===== config.mk =====
export PLATFORM = sky130hd
export DESIGN_NAME = periph_irq_top
export DESIGN_NICKNAME = d
export VERILOG_FILES = /design/src/pirq_pkg.sv /design/src/pirq_if.sv /design/src/periph_irq_top.sv /design/src/can_flag_bank.sv
export VERILOG_INCLUDE_DIRS = /design/src /design/src/src
export SDC_FILE = /design/constraint.sdc
export NUM_CORES = 1
export LEC_CHECK = 0
export ABC_AREA = 0
export ABC_CLOCK_PERIOD_IN_PS = 3300
export BUFFER_PORTS_ARGS = -buffer_cell sky130_fd_sc_hd__buf_2
export CAP_MARGIN = 20
export CORE_MARGIN = 3
export CORE_UTILIZATION = 40
export CTS_CLUSTER_SIZE = 10
export DETAILED_ROUTE_END_ITERATION = 10
export GPL_ROUTABILITY_DRIVEN = 0
export GPL_TIMING_DRIVEN = 0
export PLACE_DENSITY = 0.81
export SLEW_MARGIN = 20
export SYNTH_ARGS = -nofsm -noshare
export SYNTH_HDL_FRONTEND = slang
export SYNTH_SLANG_ARGS = --single-unit

===== constraint.sdc =====
create_clock -name ref_clk -period 3.3 [get_ports ref_clk]
set_input_delay 0.99 -clock ref_clk [delete_from_list [all_inputs] [get_ports ref_clk]]
set_output_delay 0.99 -clock ref_clk [all_outputs]
set_load 0.02 [all_outputs]

===== src/pirq_map.svh =====
// Offsets, field positions, masks and reset values of the interrupt block
`ifndef PIRQ_MAP_SVH
`define PIRQ_MAP_SVH
`define OFS_CAN_FLAGS    8'h00
`define OFS_EN_ONE       8'h04
`define OFS_EN_TWO       8'h08
`define OFS_EN_THREE     8'h0c
`define OFS_CTRL         8'h10
`define OFS_IRQ_STAT     8'h14
`define OFS_IRQ_MASK     8'h18
`define OFS_PEND         8'h1c
`define CAN_BAD_MSG_BIT  7
`define CAN_WAKE_BIT     6
`define CAN_ERROR_BIT    5
`define CAN_TX2_BIT      4
`define CAN_TX1_BIT      3
`define CAN_TX0_BIT      2
`define CAN_RX1_BIT      1
`define CAN_RX0_BIT      0
`define CTRL_PRIO_BIT    0
`define CTRL_GLOBAL_PERIPH_IRQ_ENABLE_BIT    1
`define CTRL_MODE_LSB    2
`define CTRL_HF_BIT      4
`define CTRL_WMASK       8'h1f
`define EN_ONE_WMASK     8'hff
`define EN_TWO_WMASK     8'h8f
`define EN_THREE_WMASK   8'h0e
`define STAT_CAN_BIT     0
`define STAT_REQ_BIT     1
`define STAT_WMASK       8'h03
`define REG_RESET        8'h00
`define FLAGS_MODE1_KEEP 8'hfe
`define FLAGS_ALL_KEEP   8'hff
`endif


===== src/pirq_pkg.sv =====
// Types shared by the peripheral interrupt block
package pirq_pkg;
  typedef logic [7:0] byte_t;
  typedef enum logic [1:0] {
    CAN_MODE_LEGACY   = 2'b00,
    CAN_MODE_ENHANCED = 2'b01,
    CAN_MODE_FIFO     = 2'b10
  } can_mode_e;
endpackage


===== src/pirq_if.sv =====
// Signals between the register side and the CAN flag bank
`timescale 1ns/1ps
`default_nettype none
interface pirq_if;
  import pirq_pkg::*;
  logic      clk;
  logic      rst;
  can_mode_e mode;
  logic      hf_sel;
  logic      ev_bad_msg;
  logic      ev_wake;
  byte_t     comm_status;
  logic [2:0] ev_tx_done;
  logic      ev_rx0;
  logic      ev_rx1;
  logic      ev_rx_any;
  logic      fifo_half_lvl;
  logic      fifo_full_lvl;
  logic      wr_en;
  byte_t     wr_data;
  byte_t     flags;
  modport bank (input clk, rst, mode, hf_sel, ev_bad_msg, ev_wake,
                input comm_status, ev_tx_done, ev_rx0, ev_rx1, ev_rx_any,
                input fifo_half_lvl, fifo_full_lvl, wr_en, wr_data,
                output flags);
  modport owner (output clk, rst, mode, hf_sel, ev_bad_msg, ev_wake,
                 output comm_status, ev_tx_done, ev_rx0, ev_rx1, ev_rx_any,
                 output fifo_half_lvl, fifo_full_lvl, wr_en, wr_data,
                 input flags);
endinterface
`default_nettype wire


===== src/periph_irq_top.sv =====
// Peripheral interrupt flag and enable block with APB register access
//
// The implementer's own choices: the APB slave port and the placing of the registers.
`timescale 1ns/1ps
`default_nettype none
`include "pirq_map.svh"
module periph_irq_top (
  // Clock and reset
  input  wire logic          ref_clk,
  input  wire logic          sys_rst,
  // APB slave
  input  wire logic          psel,
  input  wire logic          penable,
  input  wire logic          pwrite,
  input  wire logic [7:0]    paddr,
  input  wire logic [31:0]   pwdata,
  input  wire logic [3:0]    pstrb,
  output var  logic [31:0]   prdata,
  output var  logic          pready,
  output var  logic          pslverr,
  // CAN controller events
  input  wire logic          can_bad_msg_ev,
  input  wire logic          can_wake_ev,
  input  wire pirq_pkg::byte_t can_comm_status,
  input  wire logic [2:0]    can_tx_done_ev,
  input  wire logic          can_rx0_ev,
  input  wire logic          can_rx1_ev,
  input  wire logic          can_rx_any_ev,
  input  wire logic          can_fifo_half_lvl,
  input  wire logic          can_fifo_full_lvl,
  // Flags held by other peripherals, and the CAN enable register
  input  wire pirq_pkg::byte_t periph_flags_one,
  input  wire pirq_pkg::byte_t periph_flags_two,
  input  wire pirq_pkg::byte_t periph_flags_three,
  input  wire pirq_pkg::byte_t can_enable_five,
  // Requests
  output var  logic          cpu_periph_req,
  output var  logic          irq
);
  import pirq_pkg::*;

  function automatic logic hit(input byte_t a, input byte_t ofs);
    hit = (a == ofs);
  endfunction

  function automatic byte_t wmerge(input byte_t old, input byte_t nw,
                                   input byte_t msk);
    wmerge = (old & ~msk) | (nw & msk);
  endfunction

  function automatic byte_t rise(input byte_t prev, input byte_t cur);
    rise = cur & ~prev;
  endfunction

  pirq_if fb ();

  byte_t periph_irq_enable_one;
  byte_t periph_irq_enable_two;
  byte_t periph_irq_enable_three;
  byte_t ctrl;
  byte_t irq_stat;
  byte_t irq_mask;
  byte_t prev_flags;

  // APB phases; no wait state, read data registered in the setup phase so it comes from a flip-flop
  wire   setup    = psel && !penable;
  wire   access   = psel && penable && pready;
  wire   hit_flg  = hit(paddr, `OFS_CAN_FLAGS);
  wire   hit_en1  = hit(paddr, `OFS_EN_ONE);
  wire   hit_en2  = hit(paddr, `OFS_EN_TWO);
  wire   hit_en3  = hit(paddr, `OFS_EN_THREE);
  wire   hit_ctl  = hit(paddr, `OFS_CTRL);
  wire   hit_sts  = hit(paddr, `OFS_IRQ_STAT);
  wire   hit_msk  = hit(paddr, `OFS_IRQ_MASK);
  wire   hit_pnd  = hit(paddr, `OFS_PEND);
  wire   addr_ok  = hit_flg | hit_en1 | hit_en2 | hit_en3 |
                    hit_ctl | hit_sts | hit_msk | hit_pnd;
  // Byte lane 0 carries every register; other lanes are don't-care
  wire   wr_take  = access && pwrite && pstrb[0] && !pslverr;
  wire byte_t wbyte = pwdata[7:0];

  // Mode 3 is undefined; such a write keeps the old mode
  wire   bad_mode = (wbyte[`CTRL_MODE_LSB+1:`CTRL_MODE_LSB] == 2'b11);
  wire byte_t ctrl_wdata = bad_mode ?
         {wbyte[7:`CTRL_MODE_LSB+2],
          ctrl[`CTRL_MODE_LSB+1:`CTRL_MODE_LSB],
          wbyte[`CTRL_MODE_LSB-1:0]} : wbyte;

  wire   prio_en  = ctrl[`CTRL_PRIO_BIT];
  wire   global_periph_irq_enable     = ctrl[`CTRL_GLOBAL_PERIPH_IRQ_ENABLE_BIT];

  // Flag bank link
  assign fb.clk           = ref_clk;
  assign fb.rst           = sys_rst;
  assign fb.mode          = can_mode_e'(ctrl[`CTRL_MODE_LSB+1:`CTRL_MODE_LSB]);
  assign fb.hf_sel        = ctrl[`CTRL_HF_BIT];
  assign fb.ev_bad_msg    = can_bad_msg_ev;
  assign fb.ev_wake       = can_wake_ev;
  assign fb.comm_status   = can_comm_status;
  assign fb.ev_tx_done    = can_tx_done_ev;
  assign fb.ev_rx0        = can_rx0_ev;
  assign fb.ev_rx1        = can_rx1_ev;
  assign fb.ev_rx_any     = can_rx_any_ev;
  assign fb.fifo_half_lvl = can_fifo_half_lvl;
  assign fb.fifo_full_lvl = can_fifo_full_lvl;
  assign fb.wr_en         = wr_take && hit_flg;
  assign fb.wr_data       = wbyte;

  can_flag_bank u_bank (
    .fb (fb.bank)
  );

  // Request gating: flag and enable per source
  wire byte_t pend_can   = fb.flags & can_enable_five;
  wire byte_t pend_one   = periph_flags_one & periph_irq_enable_one;
  wire byte_t pend_two   = periph_flags_two & periph_irq_enable_two;
  wire byte_t pend_three = periph_flags_three & periph_irq_enable_three;
  wire   any_pend = |{pend_can, pend_one, pend_two, pend_three};
  // Priority scheme on hands gating to the vectoring logic downstream
  wire   next_req = any_pend && (prio_en || global_periph_irq_enable);

  wire byte_t pend_view = {3'b000, next_req, |pend_three, |pend_two,
                           |pend_one, |pend_can};

  // Sticky events: new CAN flag and a rising CPU request
  wire   can_new  = |rise(prev_flags, fb.flags);
  wire   req_rise = next_req && !cpu_periph_req;
  wire byte_t stat_set = (byte_t'(can_new) << `STAT_CAN_BIT) |
                         (byte_t'(req_rise) << `STAT_REQ_BIT);
  wire byte_t stat_clr = (wr_take && hit_sts) ?
                         (wbyte & `STAT_WMASK) : `REG_RESET;
  // Set wins over a write-one clear in the same cycle
  wire byte_t next_stat = (irq_stat & ~stat_clr) | stat_set;

  // Register read selection
  wire byte_t rd_byte =
      hit_flg ? fb.flags :
      hit_en1 ? periph_irq_enable_one :
      hit_en2 ? periph_irq_enable_two :
      hit_en3 ? periph_irq_enable_three :
      hit_ctl ? ctrl :
      hit_sts ? irq_stat :
      hit_msk ? irq_mask :
      hit_pnd ? pend_view : `REG_RESET;

  always_ff @(posedge ref_clk) begin
    if (sys_rst) begin
      pready  <= 1'b0;
      pslverr <= 1'b0;
      prdata  <= 32'h0000_0000;
    end else begin
      pready  <= setup;
      pslverr <= setup && !addr_ok;
      prdata  <= (setup && !pwrite) ? {24'h00_0000, rd_byte} : 32'h0000_0000;
    end
  end

  always_ff @(posedge ref_clk) begin
    if (sys_rst) begin
      periph_irq_enable_one   <= `REG_RESET;
      periph_irq_enable_two   <= `REG_RESET;
      periph_irq_enable_three <= `REG_RESET;
    end else if (wr_take) begin
      if (hit_en1)
        periph_irq_enable_one <= wmerge(periph_irq_enable_one, wbyte,
                                        `EN_ONE_WMASK);
      if (hit_en2)
        periph_irq_enable_two <= wmerge(periph_irq_enable_two, wbyte,
                                        `EN_TWO_WMASK);
      if (hit_en3)
        periph_irq_enable_three <= wmerge(periph_irq_enable_three, wbyte,
                                          `EN_THREE_WMASK);
    end
  end

  always_ff @(posedge ref_clk) begin
    if (sys_rst) begin
      ctrl     <= `REG_RESET;
      irq_mask <= `REG_RESET;
    end else if (wr_take) begin
      if (hit_ctl)
        ctrl <= wmerge(ctrl, ctrl_wdata, `CTRL_WMASK);
      if (hit_msk)
        irq_mask <= wmerge(irq_mask, wbyte, `STAT_WMASK);
    end
  end

  always_ff @(posedge ref_clk) begin
    if (sys_rst) begin
      irq_stat       <= `REG_RESET;
      prev_flags     <= `REG_RESET;
      cpu_periph_req <= 1'b0;
      irq            <= 1'b0;
    end else begin
      irq_stat       <= next_stat;
      prev_flags     <= fb.flags;
      cpu_periph_req <= next_req;
      irq            <= |(irq_stat & irq_mask);
    end
  end

  property p_en_write;
    @(posedge ref_clk) disable iff (sys_rst)
    wr_take && hit_en1 |=> periph_irq_enable_one == $past(wbyte);
  endproperty
  a_en_write: assert property (p_en_write) else $error("enable 1 not stored");

  property p_gate_off;
    @(posedge ref_clk) disable iff (sys_rst)
    !prio_en && !global_periph_irq_enable |=> !cpu_periph_req;
  endproperty
  a_gate_off: assert property (p_gate_off) else $error("request not gated");

  property p_en_one_map;
    @(posedge ref_clk) disable iff (sys_rst)
    periph_flags_one[7] && periph_irq_enable_one[7] && global_periph_irq_enable
      |=> cpu_periph_req;
  endproperty
  a_en_one_map: assert property (p_en_one_map) else $error("bit 7 no req");

  property p_en_two_gap;
    @(posedge ref_clk) disable iff (sys_rst)
    wr_take && hit_en2 |=> periph_irq_enable_two[6:4] == 3'b000;
  endproperty
  a_en_two_gap: assert property (p_en_two_gap) else $error("en2 gap set");

  property p_en_three_ro;
    @(posedge ref_clk) disable iff (sys_rst)
    wr_take && hit_en3 |=> (periph_irq_enable_three & 8'hf1) == 8'h00
      && periph_irq_enable_three[3:1] == $past(wbyte[3:1]);
  endproperty
  a_en_three_ro: assert property (p_en_three_ro) else $error("en3 bad");

  property p_reset_zero;
    @(posedge ref_clk)
    sys_rst |=> ctrl == 8'h00 && irq_stat == 8'h00 && !cpu_periph_req
      && periph_irq_enable_two == 8'h00;
  endproperty
  a_reset_zero: assert property (p_reset_zero) else $error("reset not zero");

  property p_req_cause;
    @(posedge ref_clk) disable iff (sys_rst)
    !any_pend |=> !cpu_periph_req;
  endproperty
  a_req_cause: assert property (p_req_cause) else $error("req w/o cause");

  property p_irq_level;
    @(posedge ref_clk) disable iff (sys_rst)
    (|(irq_stat & irq_mask)) |=> irq;
  endproperty
  a_irq_level: assert property (p_irq_level) else $error("irq missing");

  property p_apb_ack;
    @(posedge ref_clk) disable iff (sys_rst)
    setup |=> pready ##1 !pready;
  endproperty
  a_apb_ack: assert property (p_apb_ack) else $error("apb ack timing");
endmodule
`default_nettype wire


===== src/can_flag_bank.sv =====
// CAN event flag register with mode-dependent low bits
`timescale 1ns/1ps
`default_nettype none
`include "pirq_map.svh"
module can_flag_bank (
  // Flag bank link
  pirq_if.bank fb
);
  import pirq_pkg::*;

  byte_t prev_comm;
  logic  prev_lvl;
  byte_t next_flags;
  byte_t flags;

  wire       sel_lvl  = fb.hf_sel ? fb.fifo_half_lvl : fb.fifo_full_lvl;
  wire       lvl_rise = sel_lvl && !prev_lvl;
  wire       err_rise = |(fb.comm_status & ~prev_comm);
  wire       legacy   = (fb.mode == CAN_MODE_LEGACY);
  wire       fifo_md  = (fb.mode == CAN_MODE_FIFO);
  // Mode 1 has no bit 0: it neither stores nor reads back
  wire byte_t keep = (fb.mode == CAN_MODE_ENHANCED) ?
                     `FLAGS_MODE1_KEEP : `FLAGS_ALL_KEEP;
  wire byte_t set_vec = {fb.ev_bad_msg,
                         fb.ev_wake,
                         err_rise,
                         fb.ev_tx_done[2], fb.ev_tx_done[1],
                         fb.ev_tx_done[0],
                         legacy ? fb.ev_rx1 : fb.ev_rx_any,
                         legacy ? fb.ev_rx0 :
                         (fifo_md & lvl_rise)};

  // Set wins over a software clear in the same cycle
  assign next_flags = ((fb.wr_en ? fb.wr_data : flags) | set_vec) & keep;
  assign fb.flags   = flags;

  always_ff @(posedge fb.clk) begin
    if (fb.rst) begin
      flags     <= `REG_RESET;
      prev_comm <= `REG_RESET;
      prev_lvl  <= 1'b0;
    end else begin
      flags     <= next_flags;
      prev_comm <= fb.comm_status;
      prev_lvl  <= sel_lvl;
    end
  end

  property p_bad_msg;
    @(posedge fb.clk) disable iff (fb.rst)
    fb.ev_bad_msg |=> flags[`CAN_BAD_MSG_BIT];
  endproperty
  a_bad_msg: assert property (p_bad_msg) else $error("bad msg flag lost");

  property p_wake;
    @(posedge fb.clk) disable iff (fb.rst)
    fb.ev_wake |=> flags[`CAN_WAKE_BIT];
  endproperty
  a_wake: assert property (p_wake) else $error("wake flag lost");

  property p_error;
    @(posedge fb.clk) disable iff (fb.rst)
    (|(fb.comm_status & ~$past(fb.comm_status))) && !$past(fb.rst)
      |=> flags[`CAN_ERROR_BIT];
  endproperty
  a_error: assert property (p_error) else $error("error flag lost");

  property p_tx2;
    @(posedge fb.clk) disable iff (fb.rst)
    fb.ev_tx_done[2] |=> flags[`CAN_TX2_BIT];
  endproperty
  a_tx2: assert property (p_tx2) else $error("tx2 done flag lost");

  property p_rx1_legacy;
    @(posedge fb.clk) disable iff (fb.rst)
    legacy && fb.ev_rx1 |=> flags[`CAN_RX1_BIT];
  endproperty
  a_rx1_legacy: assert property (p_rx1_legacy) else $error("rx1 lost");

  property p_rx_any;
    @(posedge fb.clk) disable iff (fb.rst)
    !legacy && fb.ev_rx_any |=> flags[`CAN_RX1_BIT];
  endproperty
  a_rx_any: assert property (p_rx_any) else $error("rx any lost");

  property p_mode1_bit0;
    @(posedge fb.clk) disable iff (fb.rst)
    fb.mode == CAN_MODE_ENHANCED |=> !flags[`CAN_RX0_BIT];
  endproperty
  a_mode1_bit0: assert property (p_mode1_bit0) else $error("bit0 set");

  property p_fifo_full;
    @(posedge fb.clk) disable iff (fb.rst)
    fifo_md && lvl_rise |=> flags[`CAN_RX0_BIT];
  endproperty
  a_fifo_full: assert property (p_fifo_full) else $error("fifo flag lost");
endmodule
`default_nettype wire


==> results.ini, run 1 <==
[outcome]
status=finished, final reports clean

[route]
routed_wl_um=7900
ant_nets=0
count_of_routing_violations_after_the_opening_detailed_route_iteration=204
detailed_route_via_count=2696
drt-vias-per-instance=5.05
drc_errors=0
post_drt_wl_per_cell_um=14.8
drtPass1Iterations=5

[setup_path]
cp_top_family=simple AND/OR/NAND/NOR gates
rr_worst_depth=6
critical_path.reg2reg.endpoint=u_bank.fb.flags[0]
worst-path-buf-inv=2
timing.critical_path.cells=buf_2 -> nor4_2 -> and2_1 -> buf_4 -> nand3_2 -> mux2i_1 -> nor2_1
setup.worst_path.class=input pin to flop
worstPathMaxFanout=10
rrSetupSlack_ps=1530
crit_path_max_cell_delay_ps=360
critical_r2r_launch=pready
worst-endpoint-arrival_ps=2430
timing.critical_path.required_ps=3520
critPathLaunchType=input pin
crit_path_top_delay_cell=sky130_fd_sc_hd__nor4_2
worstSetupEndpointType=flop

[layout]
layout_commonest_cell=sky130_fd_sc_hd__buf_2
mostFrequentLayoutCells=sky130_fd_sc_hd__buf_2 (76), sky130_fd_sc_hd__dfxtp_1 (62), sky130_fd_sc_hd__nor2_1 (43)
antennaDiodeCount=0
layout-drive-gt1-share=0.295
area.growth.synth_to_final_pct=28.3
nets=532

[sta]
final-hold-violation-count=0
drv_slew=0
fmax_ghz=0.452
timing_worst_slew_pin_value_ps=601
setup-tns-final_ps=0
period_share=0.670
finClkSkew_ps=9.80
rsz0062_at_grt=false
setup_viol=0
max_slew_margin=0.599
timing.final.crit_period_ps=2210

[floorplanning]
floorplan.die.height_um=91.2
top_level_ports=135
die_area_um2=8310
row_count=30
core_region_area_um2=6910
floorplan.die.width_um=91.2
floorplan.initialDensity=0.420

[logic_synthesis]
synth.yosys.seq_area_share=0.428
synth_largest_area_cell=sky130_fd_sc_hd__dfxtp_1
post_synth_num_cell_types=49
yosysTopAreaCellShare=0.428
synth_seq_cells=62
yosys_most_used_dff=sky130_fd_sc_hd__dfxtp_1
avgSynthCellArea_um2=8.93
asyncSetResetFlopFracSynth=0
synth-warning-count=0
mappedNetlistArea_um2=2900
synth.top_cells.by_area=sky130_fd_sc_hd__dfxtp_1 (43%), sky130_fd_sc_hd__mux2i_1 (12%), sky130_fd_sc_hd__buf_4 (6.5%)
synth_cells=325
synth_enable_flop_cells=0

[pwr]
power.combinational.fraction=0.101
swShare=0.239
vdd_drop_max_uv=311
power_density_nw_per_um2=477
internal_power_uw=1350
clock_power_share=0.458
net_switching_uw=425
final_total_power_uw=1780
power_frac_seq=0.441
static_power_due_to_leakage_uw=0.00179

[min_path]
hold-path-cell-count=2
min_delay_src=irq_stat[1]
min_path_type=flop to flop
worstHoldEndpoint=irq_stat[1]

[cts]
postCtsSetupRepairBufs=0
tritoncts=built
postCtsResizedCells=0
clkSlewWorstSetupHoldPaths_ps=70
cts-root-to-sink-buffers=2
worst_skew_pair.late_latency_ps=340
cts_buffers=9
cell_at_the_root_of_the_clock_tree=sky130_fd_sc_hd__clkbuf_8
hold_buffer_count_at_cts=0
cts-htree-levels=3
cts.sink_count=62

[grt]
grt_first_pass_wirelength_um=12700
track_usage=0.194
grt_max_degree=13
first_global_vias=2573
initial_antenna_violation_count=0
sum_of_overflow_across_all_layers_after_global_routing=0

[placed_design]
io_buffers=74
place_hpwl_um=6140

[run]
max_cap_viol_count=0

cell type report:
type | instances | area [µm²]
flip-flops and latches | 62 | 1240
plain buffers | 37 | 243
well taps | 96 | 120
inverters | 28 | 105
multi-input cells | 221 | 1400
clock inverters | 7 | 120
fillers | 669 | 3180
clock buffers | 9 | 124
repair buffers | 74 | 370
how the worst max path moves through the flow:
stage	slack [ps]	to	from	cells past startpoint
6_report	1090	periph_irq_enable_one[3]	paddr[5]	7
5_1_grt	890	periph_irq_enable_one[2]	paddr[2]	6
4_1_cts	1090	ctrl[3]	paddr[5]	6
3_5_place_dp	730	ctrl[3]	paddr[5]	6
3_3_place_gp	790	ctrl[3]	paddr[5]	6
2_1_floorplan	1100	ctrl[2]	paddr[5]	5
cell families after synthesis:
family | after synthesis | share of synthesized area
DFF | 62 | 0.428
and+or+nand+nor | 98 | 0.172
muxes | 36 | 0.125
other | 1 | 0.00129
AOI/OAI and AO/OA | 63 | 0.154
buffers and inverters | 65 | 0.120
through the flow:
stage	hold WS, ps	worst slack [ps]	instances	utilization	area (µm²)
2_1_floorplan	455	1100	348	-	2990
3_3_place_gp	490	786	518	0.504	3480
3_5_place_dp	495	731	518	0.504	3480
4_1_cts	503	1090	534	0.539	3720
5_1_grt	553	895	534	0.539	3720
6_report	504	1090	534	0.539	3720
synthesized netlist by cell type (2+ instances only):
cell type / number
sky130_fd_sc_hd__buf_4: 25
sky130_fd_sc_hd__nand4_1: 4
sky130_fd_sc_hd__nand2_1: 14
sky130_fd_sc_hd__nor3_1: 2
sky130_fd_sc_hd__a21oi_1: 12
sky130_fd_sc_hd__o22ai_1: 7
sky130_fd_sc_hd__and3_1: 2
sky130_fd_sc_hd__nor2_1: 43
sky130_fd_sc_hd__nand3_2: 3
sky130_fd_sc_hd__a211oi_1: 2
sky130_fd_sc_hd__clkbuf_1: 8
sky130_fd_sc_hd__a31oi_1: 4
sky130_fd_sc_hd__o221ai_1: 2
sky130_fd_sc_hd__nand2b_1: 2
sky130_fd_sc_hd__o221a_2: 2
sky130_fd_sc_hd__inv_1: 28
sky130_fd_sc_hd__a221oi_1: 4
sky130_fd_sc_hd__and2_1: 3
sky130_fd_sc_hd__nor2b_1: 11
sky130_fd_sc_hd__buf_2: 2
sky130_fd_sc_hd__dfxtp_1: 62
sky130_fd_sc_hd__nor3b_1: 3
sky130_fd_sc_hd__a22oi_1: 13
sky130_fd_sc_hd__mux2i_1: 35
sky130_fd_sc_hd__o21ai_0: 8
state kept, by name, summed over array words and instances, names as in the netlist:
register and count:
cpu_periph_req 1, ctrl 5, irq 1, irq_mask 2
irq_stat 2, periph_irq_enable_one 8, periph_irq_enable_three 3, periph_irq_enable_two 5
prdata 8, pready 1, prev_flags 8, pslverr 1
u_bank.fb.flags 8, u_bank.prev_comm 8, u_bank.prev_lvl 1
power groups by stage:
stage	Clock, µW	Combinational [µW]	Sequential [µW]
after floorplan	0	110	794
after global placement	0	172	799
after detailed placement	0	177	800
after CTS	829	177	782
after global routing	857	197	784
final	813	180	783
worst reg2reg max path, cell delays in order, from the launching register on:
cell,delay (ps)
sky130_fd_sc_hd__dfxtp_1,330
sky130_fd_sc_hd__nand4_1,160
sky130_fd_sc_hd__nor2_2,340
sky130_fd_sc_hd__and3_1,280
sky130_fd_sc_hd__buf_6,180
sky130_fd_sc_hd__mux2i_1,260
sky130_fd_sc_hd__a221oi_2,90
metal layers:
layer  vias up  track usage  part of all wire
met3        11       0.0630              0.10
met1      1226        0.251              0.42
met4         0       0.0540             0.011
met5         -            0                 0
li1       1299            -                 -
met2       160        0.311              0.46
(Power assumes the default switching activity.)
==> run 2: changes to the inputs <==
ABC_CLOCK_PERIOD_IN_PS = 2000   (was 3300)
PLACE_DENSITY = 0.84   (was 0.81)
clock period = 2 ns   (was 3.3 ns; I/O delays follow)
==> results.ini, run 2 (synthesis results as in run 1) <==
[outcome]
status=finished, final reports clean  ; unchanged

[cts]
clkSlewWorstSetupHoldPaths_ps=70  ; about the same
cell_at_the_root_of_the_clock_tree=sky130_fd_sc_hd__clkbuf_8  ; unchanged
cts_buffers=9  ; unchanged
worst_skew_pair.late_latency_ps=350  ; was 340 ps
postCtsSetupRepairBufs=0  ; unchanged
postCtsResizedCells=0  ; unchanged
cts.sink_count=62  ; unchanged
hold_buffer_count_at_cts=0  ; unchanged
cts-root-to-sink-buffers=2  ; unchanged
tritoncts=built  ; unchanged
cts-htree-levels=3  ; unchanged

[floorplanning]
floorplan.initialDensity=0.420  ; unchanged
top_level_ports=135  ; unchanged
row_count=30  ; unchanged
floorplan.die.height_um=91.2  ; unchanged
die_area_um2=8310  ; unchanged
floorplan.die.width_um=91.2  ; unchanged
core_region_area_um2=6910  ; unchanged

[setup_path]
setup.worst_path.class=input pin to flop  ; unchanged
worstSetupEndpointType=flop  ; unchanged
timing.critical_path.required_ps=2220  ; was 3520 ps
worst-endpoint-arrival_ps=2100  ; was 2430 ps
worstPathMaxFanout=10  ; unchanged
critPathLaunchType=input pin  ; unchanged

[route]
drtPass1Iterations=5  ; unchanged
ant_nets=0  ; unchanged
routed_wl_um=7740  ; was 7900 µm
count_of_routing_violations_after_the_opening_detailed_route_iteration=189  ; was 204
detailed_route_via_count=2712  ; was 2696
post_drt_wl_per_cell_um=14.5  ; was 14.8 µm
drc_errors=0  ; unchanged
drt-vias-per-instance=5.08  ; was 5.05

[run]
max_cap_viol_count=0  ; unchanged

[pwr]
swShare=0.254  ; was 0.239
static_power_due_to_leakage_uw=0.00178  ; was 0.00179 µW
final_total_power_uw=2830  ; was 1780 µW
net_switching_uw=720  ; was 425 µW
power_frac_seq=0.455  ; was 0.441
internal_power_uw=2110  ; was 1350 µW
power.combinational.fraction=0.105  ; was 0.101
vdd_drop_max_uv=660  ; was 311 µV
power_density_nw_per_um2=765  ; was 477 nW/µm²
clock_power_share=0.440  ; was 0.458

[sta]
max_slew_margin=0.614  ; was 0.599
setup_slack_ps=118  ; was 1090 ps
fmax_ghz=0.531
drv_slew=0  ; unchanged
period_share=0.941
finClkSkew_ps=12.3  ; was 9.80 ps
timing_worst_slew_pin_value_ps=580  ; was 601 ps
rsz0062_at_grt=false  ; unchanged
finalHoldWorstSlack_ps=454  ; was 504 ps
timing.final.crit_period_ps=1880
setup_viol=0  ; unchanged
final-hold-violation-count=0  ; unchanged
setup-tns-final_ps=0  ; unchanged

[layout]
layout_commonest_cell=sky130_fd_sc_hd__buf_2  ; unchanged
fill_cells=676  ; was 669
nets=532  ; unchanged
area.growth.synth_to_final_pct=27.7  ; was 28.3%
mostFrequentLayoutCells=sky130_fd_sc_hd__buf_2 (76), sky130_fd_sc_hd__dfxtp_1 (62), sky130_fd_sc_hd__nor2_1 (43)  ; unchanged
antennaDiodeCount=0  ; unchanged
layout-drive-gt1-share=0.295  ; unchanged

[grt]
track_usage=0.190  ; was 0.194
grt_first_pass_wirelength_um=12400  ; was 12700 µm
initial_antenna_violation_count=0  ; unchanged
sum_of_overflow_across_all_layers_after_global_routing=0  ; unchanged
first_global_vias=2669  ; was 2573
grt_max_degree=14  ; was 13

[placed_design]
io_buffers=74  ; unchanged
dp_slack_ps=-189  ; was 731 ps
place_hpwl_um=6070  ; was 6140 µm

[min_path]
min_path_type=input pin to flop  ; was flop to flop

==> run 2: layout make-up <==
cell class / count / area, µm² / share of cell area
Inverter: 28 / 105 / 0.0284
Buffer: 37 / 243 / 0.0655
Tap cell: 96 / 120 / 0.0324
Multi-Input combinational cell: 221 / 1400 / 0.378
Timing Repair Buffer: 74 / 370 / 0.100
Clock buffer: 9 / 124 / 0.0334
Clock inverter: 7 / 103 / 0.0277
Sequential cell: 62 / 1240 / 0.335
==> run 2: critical path, stage by stage <==
cell                       delay [ps]
sky130_fd_sc_hd__buf_2             90
sky130_fd_sc_hd__clkbuf_1         330
sky130_fd_sc_hd__nor2b_1          420
sky130_fd_sc_hd__nand3_2          330
sky130_fd_sc_hd__mux2i_1          260
sky130_fd_sc_hd__nor2_1            60
==> run 2: power groups by stage <==
stage	combinational (µW)	sequential (µW)	clock [µW]
4_1_cts	292	1290	1270
5_1_grt	324	1290	1320
3_3_place_gp	283	1320	0
3_5_place_dp	290	1320	0
6_report	296	1290	1250
2_1_floorplan	182	1310	0
==> run 2: worst paths after layout <==
| kind | to | depth (start not counted) | startpoint | slack (ps) |
|---|---|---|---|---|
| min | pready | 2 | penable | 450 |
| max | periph_irq_enable_one[7] | 6 | paddr[2] | 120 |
| max reg2reg | prdata[4] | 5 | u_bank.fb.flags[0] | 290 |
| min reg2reg | prev_flags[2] | 2 | u_bank.fb.flags[2] | 510 |
==> run 2: stage by stage <==
step	instance area [µm²]	utilization	std cells
after floorplan	2990	-	348
after global placement	3480	0.504	518
after detailed placement	3480	0.504	518
after CTS	3700	0.536	534
after global routing	3700	0.536	534
final	3700	0.536	534
==> run 2: layer usage <==
layer	track usage	routed length, µm	part of all wire	vias up
met5	0	0	0	-
met4	0.0691	142	0.018	0
met3	0.0737	843	0.11	14
met2	0.310	3600	0.46	160
met1	0.226	3160	0.41	1237
li1	-	-	-	1301
==> run 3: changes to the inputs <==
CORE_MARGIN = 2   (was 3)
PLACE_DENSITY = 0.83   (was 0.84)
SYNTH_HIERARCHICAL = 1   (was not set)
==> results.ini, run 3 <==
[outcome]
status=complete, but fails checks  ; was finished, final reports clean
failing_checks=negative setup slack

[setup_path]
worst-path-buf-inv=4  ; was 2
worstSetupEndpointType=flop  ; unchanged
crit_path_max_cell_delay_ps=390  ; was 420 ps
cp_top_family=simple AND/OR/NAND/NOR gates  ; unchanged
critPathLaunchType=input pin  ; unchanged
setup.worst_path.class=input pin to flop  ; unchanged
timing.critical_path.required_ps=2240  ; was 2220 ps
worst-endpoint-arrival_ps=2270  ; was 2100 ps
rr_worst_depth=7  ; was 5
critPathCapture=u_bank/fb.flags[6]  ; was periph_irq_enable_one[7]
path_depth=10  ; was 6
rrSetupSlack_ps=110  ; was 290 ps
critical_r2r_launch=pready  ; was u_bank.fb.flags[0]
critical_path.reg2reg.endpoint=u_bank/fb.flags[6]  ; was prdata[4]
worstPathMaxFanout=5  ; was 10
crit_path_top_delay_cell=sky130_fd_sc_hd__nor4_4  ; was sky130_fd_sc_hd__nor2b_1
cp-startpoint=paddr[1]  ; was paddr[2]
timing.critical_path.cells=buf_6 -> nor4_4 -> buf_4 -> nand2_4 -> nor4_4 -> buf_4 -> buf_8 -> nor2b_4 -> a211oi_2 -> nor2_1  ; was buf_2 -> clkbuf_1 -> nor2b_1 -> nand3_2 -> mux2i_1 -> nor2_1

[floorplanning]
top_level_ports=135  ; unchanged
die_area_um2=8240  ; was 8310 µm²
core_region_area_um2=7250  ; was 6910 µm²
floorplan.die.height_um=90.8  ; was 91.2 µm
row_count=31  ; was 30
floorplan.initialDensity=0.415  ; was 0.420
floorplan.die.width_um=90.8  ; was 91.2 µm

[layout]
layout-drive-gt1-share=0.349  ; was 0.295
final_cells=546  ; was 534
fill_cells=647  ; was 676
nets=541  ; was 532
antennaDiodeCount=0  ; unchanged
area.growth.synth_to_final_pct=31.2  ; was 27.7%
mostFrequentLayoutCells=sky130_fd_sc_hd__buf_2 (74), sky130_fd_sc_hd__dfxtp_1 (62), sky130_fd_sc_hd__nor2_1 (36)  ; was sky130_fd_sc_hd__buf_2 (76), sky130_fd_sc_hd__dfxtp_1 (62), sky130_fd_sc_hd__nor2_1 (43)
layout_commonest_cell=sky130_fd_sc_hd__buf_2  ; unchanged

[placed_design]
place_hpwl_um=6330  ; was 6070 µm
io_buffers=73  ; was 74
placedCellCount=521  ; was 518

[grt]
initial_antenna_violation_count=0  ; unchanged
first_global_vias=2727  ; was 2669
grt_first_pass_wirelength_um=13100  ; was 12400 µm
track_usage=0.201  ; was 0.190
sum_of_overflow_across_all_layers_after_global_routing=0  ; unchanged
grt_max_degree=19  ; was 14

[logic_synthesis]
synth.yosys.seq_area_share=0.412  ; was 0.428
ys_top_cells_by_count=sky130_fd_sc_hd__dfxtp_1 (62), sky130_fd_sc_hd__nor2_1 (37), sky130_fd_sc_hd__mux2i_1 (27)  ; was sky130_fd_sc_hd__dfxtp_1 (62), sky130_fd_sc_hd__nor2_1 (43), sky130_fd_sc_hd__mux2i_1 (35)
synth.top_cells.by_area=sky130_fd_sc_hd__dfxtp_1 (41%), sky130_fd_sc_hd__mux2i_1 (9.0%), sky130_fd_sc_hd__buf_4 (6.0%)  ; was sky130_fd_sc_hd__dfxtp_1 (43%), sky130_fd_sc_hd__mux2i_1 (12%), sky130_fd_sc_hd__buf_4 (6.5%)
synth-warning-count=6  ; was 0
yosys_most_used_dff=sky130_fd_sc_hd__dfxtp_1  ; unchanged
largest_family_of_logic_cells_by_synthesized_area=simple AND/OR/NAND/NOR gates  ; unchanged
muxShareOfSynthArea=0.112  ; was 0.125
synth_seq_cells=62  ; unchanged
synth_compound_gate_area_share=0.150  ; was 0.154
post_synth_fa_ha_maj_area_fraction=0  ; unchanged
yosysTopAreaCellShare=0.412  ; was 0.428
synth_simple_gate_area_frac=0.222  ; was 0.172
synth_enable_flop_cells=0  ; unchanged
asyncSetResetFlopFracSynth=0  ; unchanged
post_synth_num_cell_types=52  ; was 49
synth_cells=326  ; was 325
mappedNetlistArea_um2=3010  ; was 2900 µm²
avgSynthCellArea_um2=9.24  ; was 8.93 µm²
post-synth-top-count-cell=sky130_fd_sc_hd__dfxtp_1  ; unchanged
synth_largest_area_cell=sky130_fd_sc_hd__dfxtp_1  ; unchanged
yosys.area_share.xor_xnor=0  ; unchanged

[cts]
cts-root-to-sink-buffers=2  ; unchanged
hold_buffer_count_at_cts=0  ; unchanged
tritoncts=built  ; unchanged
cell_at_the_root_of_the_clock_tree=sky130_fd_sc_hd__clkbuf_8  ; unchanged
cts.sink_count=62  ; unchanged
worst_skew_pair.late_latency_ps=350  ; about the same
cts-htree-levels=3  ; unchanged
clkSlewWorstSetupHoldPaths_ps=70  ; about the same
cts_buffers=9  ; unchanged

[pwr]
static_power_due_to_leakage_uw=0.00182  ; was 0.00178 µW
vdd_drop_max_uv=430  ; was 660 µV
power_density_nw_per_um2=658  ; was 765 nW/µm²

[route]
drc_errors=0  ; unchanged
drtPass1Iterations=5  ; unchanged
routed_wl_um=8630  ; was 7740 µm
post_drt_wl_per_cell_um=15.8  ; was 14.5 µm
ant_nets=0  ; unchanged
count_of_routing_violations_after_the_opening_detailed_route_iteration=259  ; was 189
drt-vias-per-instance=5.31  ; was 5.08
detailed_route_via_count=2899  ; was 2712

[sta]
timing_worst_slew_pin_value_ps=585  ; was 580 ps
timing.final.crit_period_ps=2030  ; was 1880 ps
setup-tns-final_ps=-68.2  ; was 0 ps
period_share=1.02  ; was 0.941
fmax_ghz=0.492  ; was 0.531 GHz
drv_slew=0  ; unchanged
finClkSkew_ps=16.1  ; was 12.3 ps
rsz0062_at_grt=true  ; was false
max_slew_margin=0.610  ; was 0.614
final-hold-violation-count=0  ; unchanged
setup_slack_ps=-31.8  ; was 118 ps
setup_viol=3  ; was 0

[run]
max_cap_viol_count=0  ; unchanged

[min_path]
min_path_type=input pin to flop  ; unchanged

run 3: cell types whose count changed in the layout (fill, tap and decap cells not counted), sizes merged, moves of 7 or more:
| cell | change |
|---|---|
| inv | -16 |
| mux2i | -8 |
| buf | +10 |
| nor2 | -7 |
| nor2b | +15 |
| nand2 | -9 |
run 3: how the worst min path moves through the flow:
stage,from,slack [ps],depth (start not counted),to
floorplan,u_bank/fb.flags[2],450,2,prev_flags[2]
global placement,cpu_periph_req,450,1,irq_stat[1]
detailed placement,cpu_periph_req,480,1,irq_stat[1]
CTS,paddr[5],460,2,prdata[2]
global route,can_bad_msg_ev,460,3,u_bank/fb.flags[7]
finish,can_comm_status[4],470,2,u_bank/prev_comm[4]
run 3: through the flow:
| stage | instance area [µm²] | hold slack [ps] | worst slack [ps] | utilization | total power, µW |
|---|---|---|---|---|---|
| final | 3950 | 474 | -31.8 | 0.545 | 2600 |
| after detailed placement | 3630 | 484 | -544 | 0.500 | 1650 |
| after floorplan | 3140 | 449 | -137 | - | 1530 |
| after global routing | 3950 | 461 | -98.5 | 0.545 | 2690 |
| after global placement | 3630 | 453 | -497 | 0.500 | 1650 |
| after CTS | 3800 | 460 | 8.67 | 0.524 | 2590 |
run 3: logic make-up after synthesis:
kind of cell / count (synthesis)
flops: 62
buf+inv: 55
simple gates: 114
compound gates: 63
mux: 31
other cells: 1
run 3: cell type report:
| cell class | instances | area, µm² | area share |
|---|---|---|---|
| multi-input cells | 232 | 1630 | 0.412 |
| well taps | 99 | 124 | 0.0313 |
| plain buffers | 38 | 262 | 0.0662 |
| clock inverters | 6 | 38.8 | 0.00982 |
| clock buffers | 10 | 128 | 0.0323 |
| flip-flops and latches | 62 | 1240 | 0.314 |
| inverters | 16 | 60.1 | 0.0152 |
| repair buffers | 83 | 470 | 0.119 |
run 3: worst register-to-register path, stage by stage, from the launching register on:
cell	delay (ps)
sky130_fd_sc_hd__dfxtp_1	350
sky130_fd_sc_hd__nand4_1	280
sky130_fd_sc_hd__nor4_4	450
sky130_fd_sc_hd__buf_4	220
sky130_fd_sc_hd__buf_8	140
sky130_fd_sc_hd__nor2b_4	50
sky130_fd_sc_hd__a211oi_2	200
sky130_fd_sc_hd__nor2_1	70
run 3: timing repair:
action                                  CTS  global route
pin swaps                                 1            10
cloned                                    0             1
buffers inserted                          1             8
resized for setup                         3            17
endpoints found under the setup margin   16            17
run 3: report_power, final:
group	total [µW]	internal [µW]	switching, µW
logic	360	158	201
registers	1290	1270	24.6
clock network	949	444	505
run 3: layer usage:
metal / part of all wire / GRT usage / wire length [µm]
met1: 0.40 / 0.241 / 3430
met2: 0.48 / 0.327 / 4160
met3: 0.093 / 0.0743 / 806
met4: 0.027 / 0.0770 / 232
met5: 0 / 0 / 0
